$ cat src/core/mcic_defs.vh
// Constants for the microcontroller interrupt controller.
`ifndef MCIC_DEFS_VH
`define MCIC_DEFS_VH
`define MCIC_OPT_ADDR      8'hc8
`define MCIC_OPT_GIE_BIT   4
`define MCIC_OPT_RISE_BIT  5
`define MCIC_OPT_LEVEL_BIT 6
`define MCIC_OPT_RESET     8'h00
`define MCIC_VEC0_ADDR     12'hffc
`define MCIC_VEC1_ADDR     12'hff6
`define MCIC_VEC2_ADDR     12'hff4
`define MCIC_VEC3_ADDR     12'hff2
`define MCIC_VEC4_ADDR     12'hff0
`define MCIC_CTX_NORMAL    2'h0
`define MCIC_CTX_IRQ       2'h1
`define MCIC_CTX_NMI       2'h2
`define MCIC_STACK_DEPTH   6
`endif

$ cat src/core/mcic_ctrl.v
// Interrupt controller: detection, priority, entry and return sequence.
// Summary of operation
// - NMI pin falling edge, vector 0 FFCH.
// - Port A vector 1, edge or level.
// - Port B/C vector 2, falling or rising.
// - Timer vector 3 FF2H, ADC vector 4 FF0H.
// - Peripheral flag requests only when mask set.
// - NMI preempts normal and maskable code; maskables never nest.
// - Fixed priority, vector 0 highest.
// - Option register at C8H, write-only.
// - Bit 4 globally enables all, NMI included.
// - Bit 5 selects rising edge for vector 2.
// - Bit 6 selects low level for vector 1.
// - Other option bits have no function.
// - NMI edge latch cleared on service entry.
// - Edge mode stores one request, drops more.
// - Level mode stores nothing; pin held low.
// - Lines tested at each instruction end.
// - Carry/zero banked per context, auto switched.
// - Entry: flags, push PC, inhibit, clear, vector.
// - Return restores flags and pops PC.
// - Timer zero flag requests when enabled.
// - Conversion complete flag requests when enabled.
// - Reset starts in NMI context.
`timescale 1ns/10ps
`include "mcic_defs.vh"
//
// The controller sits between the pins, the peripherals and the core's
// instruction sequencer. It watches five request sources, decides at the
// end of each instruction whether one of them is taken, and then drives
// the entry sequence: the flag bank is switched, the return address is
// pushed, the maskable lines are inhibited, the edge latch of the chosen
// source is cleared and the vector address is presented to the core.
//
// The non-maskable pin and the two port groups are sampled once per clock.
// Their previous levels are kept so that an edge is seen as a difference
// between two samples. Edge requests are stored in one latch per vector,
// so a burst of edges while a routine runs leaves exactly one request.
//
// Port A can instead be level sensitive. In that mode nothing is stored:
// the request is simply any port A pin low at the instruction end, so a
// source that lets go of its pin too early is never served.
//
// The timer and converter flags arrive as levels from their peripherals.
// They are gated by their own enables and are cleared by the peripheral,
// never here, because the routine has to read the flag to poll it.
//
// The context register tells which of the three flag banks is in use.
// A stack of contexts, at most two deep, lets a non-maskable routine
// interrupt a maskable one and then hand control back to it cleanly.
//
// After reset the block starts in non-maskable context with nothing to
// return to, so the restart routine must end with a return before any
// maskable source is taken. That return lands in normal context.
//
// The global enable gates everything, the non-maskable source included.
// A non-maskable edge seen while it is cleared stays in its latch and is
// served once software sets the enable again.
//
module mcic_ctrl #(
    parameter PA_W  = 8,
    parameter PBC_W = 16
) (
    input  wire             i_core_clk,
    input  wire             i_srst,
    input  wire             i_nmi_pin,
    input  wire [PA_W-1:0]  i_porta_pins,
    input  wire [PBC_W-1:0] i_portbc_pins,
    input  wire             i_timer_zero_flag,
    input  wire             i_timer_irq_enable,
    input  wire             i_adc_eoc_flag,
    input  wire             i_adc_irq_enable,
    input  wire             i_data_wr,
    input  wire [7:0]       i_data_addr,
    input  wire [7:0]       i_data_wdata,
    input  wire             i_instr_end,
    input  wire             i_return_from_interrupt,
    input  wire [11:0]      i_next_pc,
    input  wire             i_flag_wr,
    input  wire             i_carry_in,
    input  wire             i_zero_in,
    output wire             o_irq_take,
    output reg  [11:0]      o_vector_q,
    output reg              o_vector_load_q,
    output wire [11:0]      o_return_pc,
    output reg              o_return_load_q,
    output wire             o_carry,
    output wire             o_zero,
    output reg  [1:0]       o_context_q
);
    // Write-only option register; only bits 4..6 kept.
    reg [7:0]       interrupt_option_reg_q;
    reg             nmi_pin_q;             // Previous NMI level.
    reg [PA_W-1:0]  porta_q;               // Previous port A levels.
    reg [PBC_W-1:0] portbc_q;              // Previous port B/C levels.
    reg             nmi_latch_q;           // Stored NMI edge.
    reg             porta_latch_q;         // Stored vector 1 edge.
    reg             portbc_latch_q;        // Stored vector 2 edge.
    reg [1:0]       ctx_stk_q [0:2];       // Context to return to.
    reg [1:0]       depth_q;               // Nesting depth, max two.
    reg [1:0]       cz_bank_q [0:2];       // Banked carry and zero.
    reg [1:0]       ctx_d;
    reg [11:0]      vec_d;
    reg [2:0]       sel_d;

    wire global_irq_enable   = interrupt_option_reg_q[`MCIC_OPT_GIE_BIT];
    wire portbc_rising_select = interrupt_option_reg_q[`MCIC_OPT_RISE_BIT];
    wire porta_level_select  = interrupt_option_reg_q[`MCIC_OPT_LEVEL_BIT];

    wire nmi_fall = nmi_pin_q & ~i_nmi_pin;
    wire pa_fall  = |(porta_q & ~i_porta_pins);
    wire pa_low   = ~&i_porta_pins;
    wire pbc_edge = portbc_rising_select ?
                    |(~portbc_q & i_portbc_pins) :
                    |(portbc_q & ~i_portbc_pins);

    // Level mode reads the pin live, nothing stored.
    wire req1 = porta_level_select ? pa_low : porta_latch_q;
    wire req2 = portbc_latch_q;
    // Peripheral flags pass only with their enable.
    // Timer zero flag gated by its enable.
    wire req3 = i_timer_zero_flag & i_timer_irq_enable;
    // Conversion complete gated by its enable.
    wire req4 = i_adc_eoc_flag & i_adc_irq_enable;

    // NMI takes any context except NMI; maskables only normal.
    wire nmi_ok  = nmi_latch_q & (o_context_q != `MCIC_CTX_NMI);
    wire mask_ok = (o_context_q == `MCIC_CTX_NORMAL) &
                   (req1 | req2 | req3 | req4);
    // Global enable gates every source, NMI too.
    // Requests accepted only at instruction end.
    assign o_irq_take = i_instr_end & global_irq_enable &
                        (nmi_ok | mask_ok);

    // Pick the vector and new context for an accepted request.
    // The choice is made every cycle but only used when a request is
    // taken, so the defaults below merely keep the logic free of latches.
    // A non-maskable request always wins; among the maskable ones the
    // lowest vector number wins, whatever order they arrived in.
    always @* begin
        ctx_d = `MCIC_CTX_IRQ;
        vec_d = `MCIC_VEC4_ADDR;
        sel_d = 3'h4;
        // Fixed order: NMI, then vector 1 down to 4.
        if (nmi_ok) begin
            ctx_d = `MCIC_CTX_NMI;
            vec_d = `MCIC_VEC0_ADDR;
            sel_d = 3'h0;
        end else if (req1) begin
            vec_d = `MCIC_VEC1_ADDR;
            sel_d = 3'h1;
        end else if (req2) begin
            vec_d = `MCIC_VEC2_ADDR;
            sel_d = 3'h2;
        end else if (req3) begin
            vec_d = `MCIC_VEC3_ADDR;
            sel_d = 3'h3;
        end else begin
            vec_d = `MCIC_VEC4_ADDR;
            sel_d = 3'h4;
        end
    end

    // Option register written at its data address only.
    // The register has no read path; software keeps its own copy, since
    // a read-modify-write bit instruction would only see garbage here.
    always @(posedge i_core_clk) begin
        if (i_srst) begin
            interrupt_option_reg_q <= `MCIC_OPT_RESET;
        end else if (i_data_wr && i_data_addr == `MCIC_OPT_ADDR) begin
            interrupt_option_reg_q <= {1'b0,
                i_data_wdata[`MCIC_OPT_LEVEL_BIT:`MCIC_OPT_GIE_BIT], 4'h0};
        end
    end

    // Pin history for edge detection.
    // History resets high, the level of an idle pulled-up pin, so that an
    // idle pin gives no false edge as reset is released. A pin that is low
    // at reset release is read as a falling edge on the first clock.
    always @(posedge i_core_clk) begin
        if (i_srst) begin
            nmi_pin_q <= 1'b1;
            porta_q   <= {PA_W{1'b1}};
            portbc_q  <= {PBC_W{1'b1}};
        end else begin
            nmi_pin_q <= i_nmi_pin;
            porta_q   <= i_porta_pins;
            portbc_q  <= i_portbc_pins;
        end
    end

    // Edge latches; a new edge wins over the clear in the same cycle.
    // Letting the set win means an edge that arrives just as its own
    // request is taken is served again later rather than lost; the cost
    // is at most one extra entry into the same routine.
    always @(posedge i_core_clk) begin
        if (i_srst) begin
            nmi_latch_q    <= 1'b0;
            porta_latch_q  <= 1'b0;
            portbc_latch_q <= 1'b0;
        end else begin
            // NMI latch cleared as its routine begins.
            if (nmi_fall) begin
                nmi_latch_q <= 1'b1;
            end else if (o_irq_take && sel_d == 3'h0) begin
                nmi_latch_q <= 1'b0;
            end
            // One edge stored; extra edges merge and are lost.
            if (pa_fall && !porta_level_select) begin
                porta_latch_q <= 1'b1;
            end else if ((o_irq_take && sel_d == 3'h1) ||
                         porta_level_select) begin
                porta_latch_q <= 1'b0;
            end
            if (pbc_edge) begin
                portbc_latch_q <= 1'b1;
            end else if (o_irq_take && sel_d == 3'h2) begin
                portbc_latch_q <= 1'b0;
            end
        end
    end

    // Entry and return share one process because both move the context.
    // A take and a return in the same cycle cannot both be honoured; the
    // take wins and the return is dropped, which the core must avoid.
    // The vector load pulse follows the take by one clock so that the
    // vector and the new context are both settled when the core uses them.
    // Entry order: bank switch, push, inhibit, clear, vector.
    always @(posedge i_core_clk) begin
        if (i_srst) begin
            // Reset lands in NMI context, nothing to return to.
            o_context_q     <= `MCIC_CTX_NMI;
            depth_q         <= 2'h0;
            o_vector_q      <= 12'h000;
            o_vector_load_q <= 1'b0;
            o_return_load_q <= 1'b0;
            ctx_stk_q[0]    <= `MCIC_CTX_NORMAL;
            ctx_stk_q[1]    <= `MCIC_CTX_NORMAL;
            ctx_stk_q[2]    <= `MCIC_CTX_NORMAL;
        end else begin
            o_vector_load_q <= o_irq_take;
            o_return_load_q <= 1'b0;
            if (o_irq_take) begin
                ctx_stk_q[depth_q] <= o_context_q;
                depth_q            <= depth_q + 2'h1;
                o_context_q        <= ctx_d;
                o_vector_q         <= vec_d;
            end else if (i_return_from_interrupt) begin
                o_return_load_q <= 1'b1;
                if (depth_q != 2'h0) begin
                    o_context_q <= ctx_stk_q[depth_q - 2'h1];
                    depth_q     <= depth_q - 2'h1;
                end else begin
                    // Return from the restart routine goes normal.
                    o_context_q <= `MCIC_CTX_NORMAL;
                end
            end
        end
    end

    // Carry and zero kept per context bank.
    // Writes always go to the bank of the current context, so switching
    // the context alone is enough to save and restore the flags.
    always @(posedge i_core_clk) begin
        if (i_srst) begin
            cz_bank_q[0] <= 2'h0;
            cz_bank_q[1] <= 2'h0;
            cz_bank_q[2] <= 2'h0;
        end else if (i_flag_wr) begin
            cz_bank_q[o_context_q] <= {i_carry_in, i_zero_in};
        end
    end
    assign o_carry = cz_bank_q[o_context_q][1];
    assign o_zero  = cz_bank_q[o_context_q][0];

    // Return address stack shared with calls would live in the core.
    mcic_pc_stack #(
        .WIDTH (12),
        .DEPTH (`MCIC_STACK_DEPTH),
        .AW    (3)
    ) u_stack (
        .i_core_clk  (i_core_clk),
        .i_srst      (i_srst),
        .i_push      (o_irq_take),
        .i_pop       (i_return_from_interrupt & ~o_irq_take),
        .i_push_data (i_next_pc),
        .o_top_q     (o_return_pc)
    );
endmodule // mcic_ctrl

$ cat src/core/mcic_pc_stack.v
// Return address stack memory with registered top-of-stack output.
`timescale 1ns/10ps
module mcic_pc_stack #(
    parameter WIDTH = 12,
    parameter DEPTH = 6,
    parameter AW    = 3
) (
    input  wire             i_core_clk,
    input  wire             i_srst,
    input  wire             i_push,
    input  wire             i_pop,
    input  wire [WIDTH-1:0] i_push_data,
    output reg  [WIDTH-1:0] o_top_q
);
    // Storage entries and the count of filled levels.
    reg [WIDTH-1:0] mem_q [0:DEPTH-1];
    reg [AW-1:0]    ptr_q;
    integer         k;

    // Push writes the new top; pop loads the removed top into o_top_q.
    always @(posedge i_core_clk) begin
        if (i_srst) begin
            ptr_q   <= {AW{1'b0}};
            o_top_q <= {WIDTH{1'b0}};
        end else if (i_push) begin
            // Overflow shifts the oldest entry out, as a true LIFO.
            if ({{(32-AW){1'b0}}, ptr_q} == DEPTH) begin
                for (k = 0; k < DEPTH-1; k = k + 1) begin
                    mem_q[k] <= mem_q[k+1];
                end
                mem_q[DEPTH-1] <= i_push_data;
            end else begin
                mem_q[ptr_q] <= i_push_data;
                ptr_q        <= ptr_q + 1'b1;
            end
            o_top_q <= i_push_data;
        end else if (i_pop) begin
            // The returned address stays in o_top_q for the core.
            if (ptr_q != {AW{1'b0}}) begin
                o_top_q <= mem_q[ptr_q-1'b1];
                ptr_q   <= ptr_q - 1'b1;
            end
        end
    end
endmodule // mcic_pc_stack

$ cat config.mk
export PLATFORM = sky130hd
export DESIGN_NAME = mcic_ctrl
export DESIGN_NICKNAME = d
export VERILOG_FILES = /design/src/core/mcic_ctrl.v /design/src/core/mcic_pc_stack.v
export VERILOG_INCLUDE_DIRS = /design/src /design/src/core
export SDC_FILE = /design/constraint.sdc
export NUM_CORES = 1
export LEC_CHECK = 0
export BUFFER_PORTS_ARGS = -buffer_cell sky130_fd_sc_hd__clkbuf_2
export CORE_MARGIN = 8
export CORE_UTILIZATION = 50
export DETAILED_ROUTE_END_ITERATION = 12
export PLACE_DENSITY = 0.81
export SYNTH_ARGS = -nofsm -noshare
export SYNTH_HDL_FRONTEND = slang
export SYNTH_SLANG_ARGS = --single-unit
$ cat constraint.sdc
create_clock -name i_core_clk -period 4.1 [get_ports i_core_clk]
set_clock_uncertainty 0.2 [all_clocks]
set_input_delay 0.205 -clock i_core_clk [delete_from_list [all_inputs] [get_ports i_core_clk]]
set_output_delay 0.205 -clock i_core_clk [all_outputs]
set_load 0.05 [all_outputs]
==> metrics.yaml, run 1 <==
period_needed_ns: 3.57
synth_flop_cell: "edfxtp_1"
cts_setup_buffers: 0
critPathLaunchType: "flip-flop"
cts.repair.resized: 0
dieArea_sq_um: 19800
worst_skew_pair.late_latency_ns: 0.43
grt_usage_pct: 19.5
async_flop_share_pct: 0
status: "finished, final reports clean"
p_leak_nw: 3.67
drive_gt1_share_pct: 34.1
hold_viol_final: 0
grt_max_degree: 37
routed_wl_mm: 19.0
yosys.area.top_type: "edfxtp_1"
ys_seq_area_share_pct: 58.2
ys_seq_elements: 170
timing.final.crit_share_pct: 87.0
die_x_um: 141
synth_edf_count: 112
syn_avg_cell_area_sq_um: 13.4
clock-root-buffer: "clkbuf_16"
synth.top_cells.by_area: "edfxtp_1, dfxtp_1, mux4_2"
io_pins: 96
finalWorstSetupSlack_ns: 0.533
cts_tree: "done"
worst_pin_slew_ns: 0.999
htreeDepth: 4
cts.path.max_buffers: 2
drv_cap: 0
syn_inst: 580
yosysWarningCount: 0
powerDensity_nw_per_um2: 500
placed_cell_area_sq_um: 8370
vias: 5327
cts_sinks: 170
area_growth_pct: 20.8
final_cell_mix: "edfxtp_1, clkbuf_2, dfxtp_1, mux2_2, dlygate4sd3_1"
cp_max_fo: 29
std_cell_rows: 45
grt.overflow.total: 0
drtIter0Drc: 529
drt.antenna.violating_nets: 0
grt_pass1_wl_mm: 29.8
fmax_mhz: 280
slew_headroom_pct: 33.2
grt_pass1_vias: 5575
peakVddDrop_mv: 0.328
finalSetupViolCount: 0
fin_area_sq_um: 9390
core_sq_um: 15200
dpl.cell_count: 834
io_buffers: 89
layout_commonest_cell: "edfxtp_1"
cp-end-kind: "flip-flop"
detailed_place_hpwl_mm: 11.4
vias_per_cell: 5.83
routabilityCongestion: 0.789
setup-tns-final_ns: 0
clk_pin_slew_ns: 0.06
crit_type: "reg -> reg"
die_h_um: 141
required_ns: 4.08
fin_cells: 913
pre_cts_slack_ns: 0.706
layout.nets: 785
wl_per_cell_um: 20.8
drc: 0
synth_top_cell_area_share_pct: 43.2
antenna_found_initial: 1
cp.arrival_ns: 3.54
synth.distinct_cells: 54
cts_buffers: 17
syn_area_sq_um: 7780
drtPass1Iterations: 5
slew_violations: 0
holdCritPathClass: "in -> reg"
rsz0062_at_grt: "false"
synthesis.nets: 653
initial_core_util_pct: 51.2
==> repair_timing <==
item                                   4_1_cts  5_1_grt
setup endpoints to repair                    0        0
endpoints found under the hold margin       94        0
hold buffers                                47        0
==> routing by layer <==
| metal | routed length (um) | GRT usage, % |
|---|---|---|
| met4 | 436 | 9.11 |
| met3 | 1200 | 3.98 |
| met2 | 9900 | 34.3 |
| met5 | 0 | 0 |
| met1 | 7410 | 22.5 |
==> layout make-up <==
type | instances | area, sq um
tap | 188 | 235
inverter | 28 | 105
fill | 1099 | 5810
clock buffer | 18 | 429
clock inverter | 13 | 126
multi-input combinational | 344 | 2940
timing repair buffer | 151 | 1030
sequential | 170 | 4530
antenna | 1 | 2.50
==> kinds of logic after synthesis <==
logic type | count (synthesis) | synth area share, %
AO/OA/AOI/OAI | 73 | 6.35
XOR/XNOR | 1 | 0.113
adder cells (fa/ha/maj) | 8 | 1.29
buffers and inverters | 66 | 4.01
flip-flops | 170 | 58.2
multiplexers | 106 | 19.6
other | 1 | 0.0482
AND/OR/NAND/NOR | 155 | 10.4
==> report_power, final <==
part	internal, mW	switching (mW)	total (mW)
clock	0.885	0.648	1.53
sequential	1.89	0.0655	1.96
combinational	0.504	0.701	1.21
==> state kept, by name, indices dropped and copies added, names as in the netlist, 2 cells and up, named ones only <==
register / count
u_stack.mem_q: 96
portbc_q: 16
u_stack.o_top_q: 12
ctx_stk_q: 8
cz_bank_q: 8
porta_q: 8
o_vector_q: 4
interrupt_option_reg_q: 3
u_stack.ptr_q: 3
depth_q: 2
o_context_q: 2
==> metrics by stage <==
| stage | hold WS (ns) | util, % | total power, mW |
|---|---|---|---|
| after floorplan | 0.101 | - | 2.86 |
| after global placement | 0.207 | 55.0 | 3.11 |
| after detailed placement | 0.207 | 55.0 | 3.15 |
| after CTS | 0.00543 | 61.8 | 4.70 |
| after global routing | 0.0332 | 61.8 | 4.88 |
| final | 0.0187 | 61.8 | 4.70 |
==> synthesized netlist by cell type, drive strengths merged, types with 4 or more instances <==
master and number:
nor3 14, ha 8, inv 28, clkbuf 13
dfxtp 58, nand3 14, nand2 34, mux4 28
or2 16, nand2b 15, nor2b 8, nor2 32
a21oi 23, o21ai 20, o2111a 4, edfxtp 112
mux2i 16, buf 25, and3 10, mux2 62
==> worst max-delay path: stages (launching register included) <==
cell      delay, ns
dfxtp_1        0.57
nand2b_2       0.28
a211oi_2       0.11
a21o_4         0.31
inv_2          0.53
nand2_4        0.14
inv_2          0.22
nand2_1        0.46
mux2_1         0.49
==> final timing paths <==
path,start,end,slack [ns],depth (start not counted)
min,i_data_addr[6],interrupt_option_reg_q[5],0.02,4
max,o_context_q[0],u_stack.mem_q[1][1],0.53,8
min reg2reg,o_vector_q[1],o_vector_q[1],0.25,2
max reg2reg,o_context_q[0],u_stack.mem_q[1][1],0.53,8
Power figures use the tool's default switching activity.
==> run 2, diff against run 1 <==
Settings changed: ABC_CLOCK_PERIOD_IN_PS set to 3800.
Clock period 4.1 ns to 3.8 ns, I/O delays scaled along.
==> run 2 against run 1 <==
Fmax rose by 20%. Sequential power rose by 9%. Global-route usage fell by 0.47 points. Die area did not move. Design area rose by 0.52%. First-iteration DRC count rose by 4.2%. Sequential share of layout area fell by 0.25 points. Clock-buffer cell count did not move. Worst hold slack got worse by 0.0025 ns. Routed wire length fell by 0.70%. Power rose by 10%. Register-to-register slack improved by 0.29 ns. Largest cell class unchanged. Highest routed layer unchanged.
==> metrics.yaml, run 2 (same netlist as run 1, synthesis figures left out) <==
reg2reg_depth: 8  # unchanged
critPathLaunchType: "flip-flop"  # unchanged
grt_max_degree: 37  # unchanged
setup.worst_path.start: "o_context_q[0]"  # unchanged
timing.final.crit_share_pct: 78.2  # was 87.0%
final_cell_mix: "edfxtp_1, clkbuf_2, dfxtp_1, mux2_2, dlygate4sd3_1"  # unchanged
dieArea_sq_um: 19800  # unchanged
clock-root-buffer: "clkbuf_16"  # unchanged
drv_cap: 0  # unchanged
io_buffers: 89  # unchanged
hold_ws_ns: 0.0162  # was 0.0187 ns
detailed_place_hpwl_mm: 11.4  # about the same
cts.path.max_buffers: 2  # unchanged
slew_violations: 0  # unchanged
min_delay_path_depth: 4  # unchanged
top_usage_layer: "met2"  # unchanged
cts_tree: "done"  # unchanged
die_h_um: 141  # unchanged
drtPass1Iterations: 5  # unchanged
cp.arrival_ns: 2.94  # was 3.54 ns
biggestRegsByFlops: "u_stack.mem_q (96), portbc_q (16), u_stack.o_top_q (12)"  # unchanged
cp-end-kind: "flip-flop"  # unchanged
worst_skew_pair.late_latency_ns: 0.42  # was 0.43 ns
total_power_mw: 5.16  # was 4.70 mW
core_sq_um: 15200  # unchanged
std_cell_rows: 45  # unchanged
final_util_pct: 62.1  # was 61.8%
pre_cts_slack_ns: 0.875  # was 0.706 ns
drive_gt1_share_pct: 34.1  # about the same
grt.overflow.total: 0  # unchanged
rr_startpoint: "o_context_q[0]"  # unchanged
cts_setup_buffers: 0  # unchanged
finalWorstSetupSlack_ns: 0.828  # was 0.533 ns
routed_wl_mm: 18.8  # was 19.0 mm
setup-tns-final_ns: 0  # unchanged
regMostFlops: "u_stack.mem_q"  # unchanged
largest_reg_flops: 96  # unchanged
worst_pin_slew_ns: 0.725  # was 0.999 ns
grt_pass1_wl_mm: 29.4  # was 29.8 mm
layout_commonest_cell: "edfxtp_1"  # unchanged
drt.antenna.violating_nets: 0  # unchanged
cts_buffers: 17  # unchanged
rrSetupSlack_ns: 0.83  # was 0.53 ns
grt.met1_usage_pct: 22.8  # was 22.5%
vias_per_cell: 5.90  # was 5.83
crit_type: "reg -> reg"  # unchanged
n_antenna_cell: 0  # was 1
period_needed_ns: 2.97  # was 3.57 ns
status: "finished, final reports clean"  # unchanged
rsz0062_at_grt: "false"  # unchanged
die_x_um: 141  # unchanged
hold_viol_final: 0  # unchanged
clk_pin_slew_ns: 0.06  # about the same
holdCritPathClass: "in -> reg"  # unchanged
cts_sinks: 170  # unchanged
p_leak_nw: 3.70  # was 3.67 nW
io_pins: 96  # unchanged
met3_usage_pct: 4.56  # was 3.98%
dpl.cell_count: 835  # was 834
required_ns: 3.77  # was 4.08 ns
vias: 5396  # was 5327
reg2reg_to: "u_stack.mem_q[1][11]"  # was u_stack.mem_q[1][1]
use_met2_pct: 32.7  # was 34.3%
slew_headroom_pct: 51.7  # was 33.2%
area_growth_pct: 21.4  # was 20.8%
grt_usage_pct: 19.0  # was 19.5%
fin_area_sq_um: 9440  # was 9390 sq um
drc: 0  # unchanged
fin_cells: 915  # was 913
endpoint: "u_stack.mem_q[1][11]"  # was u_stack.mem_q[1][1]
cp_max_fo: 16  # was 29
fmax_mhz: 336  # was 280 MHz
powerDensity_nw_per_um2: 547  # was 500 nW/um^2
routabilityCongestion: 0.814  # was 0.789
peakVddDrop_mv: 0.367  # was 0.328 mV
drtIter0Drc: 551  # was 529
htreeDepth: 4  # unchanged
finalSetupViolCount: 0  # unchanged
wl_per_cell_um: 20.6  # was 20.8 um
initial_core_util_pct: 51.2  # unchanged
placed_cell_area_sq_um: 8370  # about the same
grt_pass1_vias: 5590  # was 5575
layout.nets: 788  # was 785
antenna_found_initial: 0  # was 1
[run 2: changes by cell type in the layout (fill, tap and decap cells not counted)]
cell / delta
bufinv_16: +1
clkinv_4: +1
clkinv_2: +1
dlygate4sd3_1: +2
clkinvlp_2: -1
buf_4: +1
clkinvlp_4: -2
diode_2: -1
[run 2: where the power goes]
group | total [mW] | internal (mW) | switching (mW)
registers | 2.13 | 2.04 | 0.0852
logic | 1.30 | 0.550 | 0.749
clock network | 1.74 | 1.03 | 0.714
[run 2: timing repair]
item                                   CTS  global route
resized for setup                        0             0
hold buffers                            49             0
endpoints found under the hold margin  105             0
[run 2: layout make-up]
class / instances / area, sq um
fill: 1066 / 5760
sequential: 170 / 4530
multi-input combinational: 344 / 2940
timing repair buffer: 154 / 1060
clock buffer: 18 / 429
tap: 188 / 235
clock inverter: 13 / 150
inverter: 28 / 105
[run 2: worst max-delay path, cell delays in order (launching register included)]
cell,delay (ns)
dfxtp_1,0.44
nand2b_2,0.30
a211oi_2,0.29
a21o_4,0.28
inv_2,0.08
nand2_4,0.11
inv_2,0.11
nand2_1,0.51
mux2_2,0.41
[run 2: routing by layer]
metal  part of all wire [%]  vias to the layer above
met2                     52                      222
met1                     40                     2720
met5                      0                        -
met4                    1.9                        0
li1                       -                     2421
met3                    6.8                       33
[run 2: how the worst min path moves through the flow]
stage / startpoint / endpoint
2_1_floorplan: i_porta_pins[5] / porta_q[5]
3_3_place_gp: i_porta_pins[7] / porta_q[7]
3_5_place_dp: i_carry_in / cz_bank_q[3][1]
4_1_cts: i_data_addr[6] / interrupt_option_reg_q[5]
5_1_grt: i_srst / o_vector_load_q
6_report: i_data_addr[6] / interrupt_option_reg_q[5]
